===== config.mk =====
export PLATFORM = sky130hd
export DESIGN_NAME = lss_top
export DESIGN_NICKNAME = d
export VERILOG_FILES = /design/src/lss_pkg.sv /design/src/lss_top.sv
export SDC_FILE = /design/constraint.sdc
export NUM_CORES = 1
export LEC_CHECK = 0
export ABC_AREA = 1
export BUFFER_PORTS_ARGS = -buffer_cell sky130_fd_sc_hd__buf_2
export CORE_UTILIZATION = 37
export CTS_CLUSTER_SIZE = 24
export DETAILED_ROUTE_END_ITERATION = 7
export PLACE_DENSITY = 0.65
export SYNTH_ARGS = -nofsm -noshare
export SYNTH_HDL_FRONTEND = slang
export SYNTH_SLANG_ARGS = --single-unit
export TNS_END_PERCENT = 50

===== constraint.sdc =====
create_clock -name clk_sys_i -period 2 [get_ports clk_sys_i]
set_input_delay 0.3 -clock clk_sys_i [delete_from_list [all_inputs] [get_ports clk_sys_i]]
set_output_delay 0.3 -clock clk_sys_i [all_outputs]
set_load 0.02 [all_outputs]

===== src/lss_pkg.sv =====
package lss_pkg;
   localparam int unsigned CLK_HZ             = 20_000_000;
   localparam int unsigned NUM_CH             = 5;
   // channel index: 0..4 = channels 1..5
   localparam int unsigned CH1                = 0;
   localparam int unsigned CH2                = 1;
   localparam int unsigned CH3                = 2;
   localparam int unsigned CH4                = 3;
   localparam int unsigned CH5                = 4;
   // command register bit positions
   localparam int unsigned CMD_CH2_BIT        = 0;
   localparam int unsigned CMD_CH4_BIT        = 1;
   localparam int unsigned CMD_CH5_BIT        = 2;
   // register offsets
   localparam logic [3:0]  REG_CMD            = 4'h0;
   localparam logic [3:0]  REG_STAT           = 4'h1;
   localparam logic [3:0]  REG_DIAGNOSIS_REGISTER_OC        = 4'h2;
   localparam logic [3:0]  REG_DIAGNOSIS_REGISTER_OT        = 4'h3;
   localparam logic [3:0]  REG_DIAGNOSIS_REGISTER_OL        = 4'h4;
   localparam logic [3:0]  REG_IRQ_STAT       = 4'h5;
   localparam logic [3:0]  REG_IRQ_MASK       = 4'h6;
   localparam logic [3:0]  REG_DIAGNOSIS_REGISTER_CMD       = 4'h7;
   // reset values
   localparam logic [7:0]  CMD_RST            = 8'h00;
   localparam logic [7:0]  IRQ_MASK_RST       = 8'h00;
   // irq status bits
   localparam int unsigned IRQ_OC_BIT         = 0;
   localparam int unsigned IRQ_OT_BIT         = 1;
   localparam int unsigned IRQ_OL_BIT         = 2;
   // times
   localparam real         OC_FILTER_US       = 2.0;
   localparam real         OC_RETRY_OFF_MS    = 5.0;
   localparam real         OC_STATUS_HOLD_MS  = 1.0;
   localparam real         OPEN_LOAD_DELAY_US = 100.0;
   localparam int unsigned OC_FILTER_CYC      = int'(OC_FILTER_US * CLK_HZ / 1.0e6);
   localparam int unsigned OC_RETRY_OFF_CYC   = int'(OC_RETRY_OFF_MS * CLK_HZ / 1.0e3);
   localparam int unsigned OC_STATUS_HOLD_CYC = int'(OC_STATUS_HOLD_MS * CLK_HZ / 1.0e3);
   localparam int unsigned OPEN_LOAD_DLY_CYC  = int'(OPEN_LOAD_DELAY_US * CLK_HZ / 1.0e6);

   typedef struct packed {
      logic [3:0] addr;
      logic [7:0] wdata;
      logic       wr;
      logic       rd;
   } lss_bus_req_s;

   typedef struct packed {
      logic [4:0] overcurrent;
      logic [4:0] overtemp;
      logic [4:0] below_ol_threshold;
   } lss_sense_s;

   typedef enum logic [1:0] {
      RETRY_ON    = 2'b00,
      RETRY_OFF   = 2'b01,
      RETRY_HOLD  = 2'b10
   } lss_retry_e;
endpackage


===== src/lss_top.sv =====
// Operation
// - channels off while reset output low
// - channels 1/3 on by rising edge only
// - cmd bits 0,1,2 drive channels 2,4,5
// - overcurrent switches channel off
// - overcurrent off state latched, channels 1,3,4,5
// - cmd write after diagnosis_register read clears 4/5
// - channel 2 auto retry after off time
// - channel 2 oc bit held until on for hold time
// - status bits 0-4 show channel state
// - overtemperature off, auto resume after clear
// - channels 4 and 5 share thermal off
// - open load only channels 1,3,4,5 off
// - open load flagged after timer delay
// - overcurrent filtered for filter time
// - diagnosis registers readable by software
//
// The address-and-strobe port and the address map were chosen for this implementation.
`timescale 1ns/100ps
module lss_top #(
   parameter int unsigned RETRY_OFF_CYC   = lss_pkg::OC_RETRY_OFF_CYC,
   parameter int unsigned STATUS_HOLD_CYC = lss_pkg::OC_STATUS_HOLD_CYC
) (
   input  wire logic                 clk_sys_i,
   input  wire logic                 sys_rst_i,
   input  wire logic                 reset_output_low_active_i,
   input  wire logic                 injector_drive_input_a_i,
   input  wire logic                 valve_drive_input_b_i,
   input  wire lss_pkg::lss_sense_s  sense_i,
   input  wire logic [3:0]           bus_addr_i,
   input  wire logic [7:0]           bus_wdata_i,
   input  wire logic                 bus_wr_i,
   input  wire logic                 bus_rd_i,
   output logic [7:0]                bus_rdata_o,
   output logic [4:0]                channel_on_o,
   output logic [4:0]                diagnosis_register_pulldown_o,
   output logic                      irq_o
);
   import lss_pkg::*;

   logic [7:0]  cmd_q;
   logic [7:0]  irq_mask_q;
   logic [2:0]  irq_stat_q;
   logic [4:0]  oc_latch_q;
   logic [4:0]  ol_flag_q;
   logic [4:0]  ch_q;
   logic        in_a_q;
   logic        in_b_q;
   logic        want_a_q;
   logic        want_b_q;
   logic        diagnosis_register_read_seen_q;
   logic [4:0]  oc_filt_hit;
   logic [4:0]  ot_eff;
   logic [4:0]  req;
   logic        ch2_block;
   logic        oc_clear45;
   logic [7:0]  rdata_d;
   lss_retry_e  retry_q;
   logic [31:0] retry_cnt_q;
   logic        nro_active;

   assign nro_active = ~reset_output_low_active_i;
   assign oc_clear45 = bus_wr_i && (bus_addr_i == REG_CMD) && diagnosis_register_read_seen_q;

   // overcurrent filter, one counter per channel
   genvar g;
   generate
      for (g = 0; g < NUM_CH; g++) begin : g_ocf
         logic [7:0] cnt_q;
         always_ff @(posedge clk_sys_i) begin
            if (sys_rst_i || !sense_i.overcurrent[g] || !ch_q[g]) begin
               cnt_q <= 8'h00;
            end else if (cnt_q != OC_FILTER_CYC[7:0]) begin
               cnt_q <= cnt_q + 8'h01;
            end
         end
         assign oc_filt_hit[g] = (cnt_q == OC_FILTER_CYC[7:0]);
      end
   endgenerate

   // open load timers
   generate
      for (g = 0; g < NUM_CH; g++) begin : g_ol
         if (g == CH2) begin : g_none
            // no open load detection on this channel
            assign diagnosis_register_pulldown_o[g] = 1'b0;
            assign ol_flag_q[g]       = 1'b0;
         end else begin : g_det
            logic [11:0] cnt_q;
            logic        flag_q;
            assign diagnosis_register_pulldown_o[g] = ~ch_q[g];
            assign ol_flag_q[g]       = flag_q;
            always_ff @(posedge clk_sys_i) begin
               if (sys_rst_i || ch_q[g] || !sense_i.below_ol_threshold[g]) begin
                  cnt_q  <= 12'h000;
                  flag_q <= 1'b0;
               end else if (cnt_q != OPEN_LOAD_DLY_CYC[11:0]) begin
                  cnt_q <= cnt_q + 12'h001;
               end else begin
                  flag_q <= 1'b1;
               end
            end
         end
      end
   endgenerate

   // shared sensor for channels 4 and 5
   always_comb begin
      ot_eff      = sense_i.overtemp;
      ot_eff[CH4] = sense_i.overtemp[CH4] | sense_i.overtemp[CH5];
      ot_eff[CH5] = ot_eff[CH4];
   end

   // drive inputs: rising edge arms, low level clears latch
   always_ff @(posedge clk_sys_i) begin
      if (sys_rst_i || nro_active) begin
         in_a_q   <= 1'b1;
         in_b_q   <= 1'b1;
         want_a_q <= 1'b0;
         want_b_q <= 1'b0;
      end else begin
         in_a_q <= injector_drive_input_a_i;
         in_b_q <= valve_drive_input_b_i;
         if (!injector_drive_input_a_i) begin
            want_a_q <= 1'b0;
         end else if (!in_a_q) begin
            want_a_q <= 1'b1;
         end
         if (!valve_drive_input_b_i) begin
            want_b_q <= 1'b0;
         end else if (!in_b_q) begin
            want_b_q <= 1'b1;
         end
      end
   end

   // overcurrent latches
   always_ff @(posedge clk_sys_i) begin
      if (sys_rst_i) begin
         oc_latch_q <= 5'h00;
      end else begin
         for (int i = 0; i < NUM_CH; i++) begin
            if (oc_filt_hit[i]) begin
               oc_latch_q[i] <= 1'b1;
            end
         end
         if (!injector_drive_input_a_i && !oc_filt_hit[CH1]) begin
            oc_latch_q[CH1] <= 1'b0;
         end
         if (!valve_drive_input_b_i && !oc_filt_hit[CH3]) begin
            oc_latch_q[CH3] <= 1'b0;
         end
         if (oc_clear45) begin
            if (!oc_filt_hit[CH4]) begin
               oc_latch_q[CH4] <= 1'b0;
            end
            if (!oc_filt_hit[CH5]) begin
               oc_latch_q[CH5] <= 1'b0;
            end
         end
         if (retry_q == RETRY_HOLD && retry_cnt_q >= STATUS_HOLD_CYC && !oc_filt_hit[CH2]) begin
            oc_latch_q[CH2] <= 1'b0;
         end
      end
   end

   // channel 2 auto retry
   always_ff @(posedge clk_sys_i) begin
      if (sys_rst_i) begin
         retry_q     <= RETRY_ON;
         retry_cnt_q <= 32'h0000_0000;
      end else begin
         case (retry_q)
            RETRY_ON: begin
               retry_cnt_q <= 32'h0000_0000;
               if (oc_filt_hit[CH2]) begin
                  retry_q <= RETRY_OFF;
               end
            end
            RETRY_OFF: begin
               if (retry_cnt_q >= RETRY_OFF_CYC - 1) begin
                  retry_q     <= RETRY_HOLD;
                  retry_cnt_q <= 32'h0000_0000;
               end else begin
                  retry_cnt_q <= retry_cnt_q + 32'h0000_0001;
               end
            end
            RETRY_HOLD: begin
               if (oc_filt_hit[CH2]) begin
                  retry_q     <= RETRY_OFF;
                  retry_cnt_q <= 32'h0000_0000;
               end else if (!ch_q[CH2]) begin
                  retry_cnt_q <= 32'h0000_0000;
               end else if (retry_cnt_q < STATUS_HOLD_CYC) begin
                  retry_cnt_q <= retry_cnt_q + 32'h0000_0001;
               end else begin
                  retry_q <= RETRY_ON;
               end
            end
            default: begin
               retry_q <= RETRY_ON;
            end
         endcase
      end
   end

   assign ch2_block = (retry_q == RETRY_OFF);

   always_comb begin
      req      = 5'h00;
      req[CH1] = want_a_q && !oc_latch_q[CH1];
      req[CH3] = want_b_q && !oc_latch_q[CH3];
      req[CH2] = cmd_q[CMD_CH2_BIT] && !ch2_block;
      req[CH4] = cmd_q[CMD_CH4_BIT] && !oc_latch_q[CH4];
      req[CH5] = cmd_q[CMD_CH5_BIT] && !oc_latch_q[CH5];
   end

   // channel outputs
   always_ff @(posedge clk_sys_i) begin
      if (sys_rst_i || nro_active) begin
         ch_q <= 5'h00;
      end else begin
         ch_q <= req & ~ot_eff & ~oc_filt_hit;
      end
   end
   assign channel_on_o = ch_q;

   // command register and diagnosis-read tracking
   always_ff @(posedge clk_sys_i) begin
      if (sys_rst_i || nro_active) begin
         cmd_q            <= CMD_RST;
         diagnosis_register_read_seen_q <= 1'b0;
      end else begin
         if (bus_wr_i && bus_addr_i == REG_CMD) begin
            cmd_q            <= bus_wdata_i;
            diagnosis_register_read_seen_q <= 1'b0;
         end else if (bus_wr_i && bus_addr_i == REG_DIAGNOSIS_REGISTER_CMD) begin
            diagnosis_register_read_seen_q <= 1'b1;
         end else if (bus_rd_i && bus_addr_i == REG_DIAGNOSIS_REGISTER_OC) begin
            diagnosis_register_read_seen_q <= 1'b1;
         end
      end
   end

   always_ff @(posedge clk_sys_i) begin
      if (sys_rst_i) begin
         irq_mask_q <= IRQ_MASK_RST;
      end else if (bus_wr_i && bus_addr_i == REG_IRQ_MASK) begin
         irq_mask_q <= bus_wdata_i;
      end
   end

   // sticky events, set wins over read-clear
   always_ff @(posedge clk_sys_i) begin
      if (sys_rst_i) begin
         irq_stat_q <= 3'h0;
      end else begin
         if (bus_rd_i && bus_addr_i == REG_IRQ_STAT) begin
            irq_stat_q <= 3'h0;
         end
         if (|oc_filt_hit) begin
            irq_stat_q[IRQ_OC_BIT] <= 1'b1;
         end
         if (|(ot_eff & req)) begin
            irq_stat_q[IRQ_OT_BIT] <= 1'b1;
         end
         if (|ol_flag_q) begin
            irq_stat_q[IRQ_OL_BIT] <= 1'b1;
         end
      end
   end
   assign irq_o = |(irq_stat_q & irq_mask_q[2:0]);

   always_comb begin
      rdata_d = 8'h00;
      if (bus_addr_i == REG_CMD) begin
         rdata_d = cmd_q;
      end else if (bus_addr_i == REG_STAT) begin
         rdata_d = {3'b000, ch_q};
      end else if (bus_addr_i == REG_DIAGNOSIS_REGISTER_OC) begin
         rdata_d = {3'b000, oc_latch_q};
      end else if (bus_addr_i == REG_DIAGNOSIS_REGISTER_OT) begin
         rdata_d = {3'b000, ot_eff};
      end else if (bus_addr_i == REG_DIAGNOSIS_REGISTER_OL) begin
         rdata_d = {3'b000, ol_flag_q};
      end else if (bus_addr_i == REG_IRQ_STAT) begin
         rdata_d = {5'b00000, irq_stat_q};
      end else if (bus_addr_i == REG_IRQ_MASK) begin
         rdata_d = irq_mask_q;
      end
   end

   always_ff @(posedge clk_sys_i) begin
      if (sys_rst_i) begin
         bus_rdata_o <= 8'h00;
      end else if (bus_rd_i) begin
         bus_rdata_o <= rdata_d;
      end else begin
         bus_rdata_o <= 8'h00;
      end
   end
endmodule // lss_top


== Yosys cells after proc, flatten, opt, wreduce, memory -nomap -nowiden ==
Cells that the tools add are included.
Operators by class
  bitwise logic cells: 15
  equality and inequality tests: 28
  mux-type cells: 29
  $add $sub $neg: 10
  magnitude comparators: 3
  reduce and logical (&&, ||, !) cells: 78
Operator list (number)
  $mux W32: 4
  $pmux W32 S3: 1
  $mux W8: 7
  $add A12 B1 Y12 const B: 4
  $ne A12 B11 Y1 const B: 4
  $add A8 B1 Y8 const B: 5
  $eq A8 B6 Y1 const B: 5
  $ne A8 B6 Y1 const B: 5
  $add A32 B1 Y32 const B: 1
  $ge A32 B15 Y1 const B: 1
  $ge A32 B17 Y1 const B: 1
  $lt A32 B15 Y1 const B: 1
  $logic_not A1 Y1: 24
  $logic_or A1 B1 Y1: 19
  $eq A4 B3 Y1 const B: 4
  $and A5 B5 Y5: 3
  $logic_and A1 B1 Y1: 15
  $reduce_or A2 Y1: 7
  $mux W2: 6
  $not A5 Y5: 2
  $reduce_or A5 Y1: 2
  $mux W1: 9
  $eq A4 B2 Y1 const B: 2
  $not A1 Y1: 8
  19 further kinds: 23
Storage, ports and cells
  word-level logic and storage cells: 194
  bits of input ports: 34
  register bits after elaboration: 168
  output and inout port bits: 19

== Depth between registers and ports, before layout ==
  depth after elaboration: 8
  depth in mapped cells: 15
  gate-level depth less buffers: 14

== Worst setup path before layout ==
OpenSTA, ideal clock, no wires.
  kind: flip-flop to flip-flop
  from: register g_ocf[1].cnt_q[0]
  to: register retry_cnt_q[10]
  path buffers: 1
  setup slack: 0.326 ns
  data required time: 1.936 ns
  data arrival time: 1.610 ns
  period minus slack after synthesis: 1.674 ns
  library setup time: 0.064 ns
  stages on the path, launching flop included: 13
  cells stage by stage: dfxtp_1 -> inv_1 -> ha_1 -> nand3_1 -> nor2_4 -> nor2_2 -> nand3_4 -> nand2_8 -> inv_4 -> nand2_4 -> nand2_4 -> buf_6 -> nor2_1
On the way
  longest elaborated chain between the ends: 3
  elaborated cells on any way between the ends: 5
  those cells by class: eq/ne: 2; mux: 2; reduce/logical: 1
Ends and longest elaborated chain
  start: declaration: RTL line lss_top.sv:69  | logic [7:0] cnt_q;
  start signal: assignment: RTL line lss_top.sv:74  | cnt_q <= cnt_q + 8'h01;
  $eq A8 B6 Y1 *: RTL line lss_top.sv:77  | assign oc_filt_hit[g] = (cnt_q == OC_FILTER_CYC[7:0]);
  $mux W32 or $ne A4 B3 Y1 (tied branches)
  $pmux W32 S3 or $reduce_and A2 Y1 (tied branches)
  end signal: assignment: RTL line lss_top.sv:185  | retry_cnt_q <= retry_cnt_q + 32'h0000_0001;
  end signal: assignment: RTL line lss_top.sv:195  | retry_cnt_q <= retry_cnt_q + 32'h0000_0001;
  end: declaration: RTL line lss_top.sv:59  | logic [31:0] retry_cnt_q;
Every way passes the cells marked *; elsewhere a longest branch is shown, timed or not.
A chain may end at the register's enable or synchronous reset.

== Worst setup path after layout ==
  from: register retry_cnt_q[10]
  to: register retry_cnt_q[0]
On the way
  longest elaborated chain between the ends: 3
  elaborated cells on any way between the ends: 6
  those cells by class: order compare: 2; eq/ne: 1; mux: 2; reduce/logical: 1
Ends and longest elaborated chain (RTL line)
  $ge A32 B17 Y1 or $lt A32 B15 Y1 (tied branches): lss_top.sv:181, lss_top.sv:194
  $mux W32 or $ne A4 B3 Y1 (tied branches)
  $pmux W32 S3 or $reduce_and A2 Y1 (tied branches)
Several ways; a longest one is shown, not always the timed one.

==> metrics.md <==
| Metric | Value |
|---|---|
| Grt ovf | 0 |
| EDFF count, synth | 0 |
| Total CTS buffers | 17 |
| WL/cell | between 10 and 15 microns |
| Antenna Nets Post-Route | 0 |
| Crit. End Element | flop |
| Starting Density | 0.379 |
| Worst Setup Path Type | reg -> reg |
| Part of the power in registers | 0.472 |
| Clock skew | approximately 0.0087 ns |
| Max-cap violations | 0 |
| Pwr dens | between 700 and 800 mW/mm^2 |
| Final hold vios | 0 |
| Post-Layout Cell Count | 1410 |
| Critical Path Source | retry_cnt_q[10] |
| Worst setup slack after placement | about 0.12 ns |
| FF+latch count, synth | between 150 and 200 |
| RSZ-0062 raised after global routing | false |
| CP Cell Sequence | nand2_2 -> clkinv_1 -> nand2_1 -> nor2_1 -> nor2_1 -> nand3_2 -> nand3_4 -> nand2_8 -> inv_4 -> nand2_4 -> nand2_8 -> nor2_1 |
| Cell row count | 52 |
| WL final | roughly 17000 microns |
| Switch share | 0.204 |
| Placed Instance Area | about 0.0083 sq mm |
| Gr usage total | 0.164 |
| Layout Nets | between 1000 and 1500 |
| Leak | approximately 3.4 nW |
| Starting DRT DRC Count | 327 |
| Cell taking the most area after synthesis | dfxtp_1 |
| Data required time of the worst path | around 2.3 ns |
| Syn Area/Cell | 7.27 sq um |
| Mux cell area share after synthesis | 0 |
| Largest family of logic cells by synthesized area | simple AND/OR/NAND/NOR gates |
| Clock Latency Late Sink | between 0.4 and 0.5 ns |
| Largest net degree at the start of global routing | 27 |
| Crit path DAT | between 2 and 2.5 ns |
| Final setup vio count | 0 |
| Die height | roughly 150 microns |
| Adder-Cell Fraction of Synth Area | 0.0391 |
| Yosys warns | 0 |
| Die Span X | approximately 150 microns |
| Hold Buf Count CTS | 0 |
| Crit-path max FO | 17 |
| Final Cell Area | between 0.009 and 0.01 sq mm |
| Via/cell ratio | around 4.8 |
| Placer Congestion | 0.849 |
| Share of total power in the clock network | 0.502 |
| Fin crit period | roughly 1.8 ns |
| Post-synthesis cell area | 0.00769 sq mm |
| IO buf count | 50 |
| Vias in the first global route | slightly above 6000 |
| Synth-to-Final Area Change | 17.1% |
| Compound-gate portion of the synthesized area | 0.117 |
| Final Max Slew Viols | 0 |
| Post-synthesis xor/xnor area fraction | 0.0251 |
| Post-synthesis async set-or-reset flop share | 0 |
| Fmax | ~560 MHz |
| CP most frequent cell | nor2_1 |
| DIE AREA | between 0.02 and 0.025 sq mm |
| Global-route wire length before repair | 28600 microns |
| Hold Path Class | in -> reg |
| Core Region | approximately 0.02 sq mm |
| Area share of the largest cell type after synthesis | 0.437 |
| Main area contributors after synthesis | dfxtp_1 44%, nand2_1 8.5%, inv_1 8.2% |
| Drt first pass iters | 5 |
| Hold path startpoint | sense_i[5] |
| Combinational power share | 0.026 |
| Slowest cell on crit path | dfxtp_1 |
| Crit share post-route | 0.893 |
| Setup ws final | ~0.21 ns |
| Post-detailed-placement half-perimeter wirelength | about 12000 microns |
| Power Internal | approximately 5.7 mW |
| Status | complete, no violations |
| Syn Nets | about 1100 |
| Synthesized instance count | between 1000 and 1500 |
| # DRC | 0 |
| Diode count | 0 |
| Post-synthesis simple-gate area fraction | 0.287 |
| Vias post-DR | between 6000 and 7000 |
| P_sw | between 1 and 1.5 mW |
| CTS tree | yes |
| Seq/Total Area, Yosys | 0.437 |
| Top-count cell post-synth | nand2_1 |
| CTS max path bufs | 2 |
| Total power | between 7 and 8 mW |
| VDD IR max | about 0.54 mV |
| Setup TNS | 0 ns |
| Initial antenna violation count | 2 |
| I/O Pins | 53 |
| R2R Path Start | retry_cnt_q[10] |
| Clock Sinks | between 150 and 200 |
| Inst Count DP | approximately 1400 |
| Root buf cell | clkbuf_16 |
| Post-synth cell types | 42 |
| Main flop type after synthesis | dfxtp_1 |
| Critical path's top delay family | simple AND/OR/NAND/NOR gates |
| H-tree depth | 4 |
| Clock slew seen by the registers of the worst setup and hold paths | ~0.060 ns |
| Worst setup SP type | flop |
| Max stage delay on crit path | ~0.36 ns |
| Commonest cells in the synthesized netlist | 174 x nand2_1, 168 x dfxtp_1, 167 x inv_1, 149 x nor2_1, 76 x a21oi_1 |
| WP buf/inv | 2 |
| Share of layout cells above drive strength 1 | 0.107 |
-- metrics by stage --
step                hold slack (ns)  utilization
global placement              0.389        0.411
detailed placement            0.399        0.411
floorplan                     0.377            -
global route                 0.0686        0.443
CTS                          0.0630        0.443
finish                       0.0781        0.443
-- worst register-to-register path, delay by kind of cell, from the launching register on --
family	cells	cell delay, ns
AND/OR/NAND/NOR	10	1.07
flip-flops	1	0.36
buffers and inverters	2	0.26
-- timing repair --
action | CTS | global route
setup buffers | 0 | 0
setup endpoints to repair | 0 | 13
resized for setup | 0 | 2
-- cell type report --
| class | count | area [sq um] |
|---|---|---|
| fillers | 2081 | 11300 |
| multi-input cells | 702 | 3620 |
| flip-flops and latches | 168 | 3360 |
| inverters | 171 | 644 |
| clock buffers | 22 | 494 |
| repair buffers | 68 | 385 |
| well taps | 270 | 338 |
| clock inverters | 9 | 160 |
-- layout by cell type (no fill, tap or decap), types with 2 or more instances in the layout --
cell,netlist,routed
o31ai_1,2,2
bufinv_16,0,4
nand2_1,174,174
inv_1,167,167
or2_2,9,9
buf_2,5,50
a21oi_1,76,76
xor2_1,12,12
nor2_1,149,149
clkbuf_16,0,17
ha_1,24,24
nand3_2,2,2
clkinv_4,0,2
nor2_2,5,4
inv_6,0,2
clkbuf_8,0,5
o21bai_1,7,7
nor3_1,45,45
nor4_1,8,8
xnor2_1,10,10
nand4_1,25,25
a211oi_1,10,10
nor2_4,1,2
dfxtp_1,168,168
nor4b_1,2,2
nand3_1,64,64
o22ai_1,4,4
a31oi_1,9,9
clkinv_1,3,3
nor3b_1,3,3
o21ai_0,43,43
nand3b_1,2,2
nand2_8,1,2
buf_4,1,18
o21a_1,4,4
o221ai_1,2,2
-- sequential cells by signal, summed over array words and instances, names as in the netlist, 2 cells and up --
register           count
retry_cnt_q           32
channel_on_o           5
irq_mask_q             8
bus_rdata_o            8
g_ocf.cnt_q           40
g_ol.g_det.flag_q      4
cmd_q                  8
retry_q                2
irq_stat_q             3
oc_latch_q             5
g_ol.g_det.cnt_q      48
-- cell families after synthesis --
group	count (synthesis)
other cells	1
xor+xnor	22
compound gates	161
simple gates	494
fa+ha+maj	24
buf+inv	187
flops	168
-- power by group through the flow --
stage | clock network (mW) | registers [mW] | logic, mW
after global placement | 0 | 3.45 | 0.186
final | 3.59 | 3.38 | 0.188
after global routing | 3.84 | 3.38 | 0.211
after detailed placement | 0 | 3.45 | 0.188
after CTS | 3.69 | 3.38 | 0.189
after floorplan | 0 | 3.45 | 0.0973
-- metal layers --
layer / share of wire / vias up / GRT usage
met3: 0.048 / 26 / 0.0472
met2: 0.47 / 100 / 0.275
met4: 0.016 / 4 / 0.0521
li1: - / 3570 / -
met1: 0.47 / 2999 / 0.201
met5: 0.0014 / - / 0
-- worst paths after layout --
kind                                         to  slack [ns]  cells past startpoint
worst max-delay path             retry_cnt_q[0]        0.21                     12
worst min-delay path            channel_on_o[0]        0.08                      2
worst max register to register   retry_cnt_q[0]        0.21                     12
worst min register to register         want_a_q        0.40                      1
(Power assumes the default switching activity.)
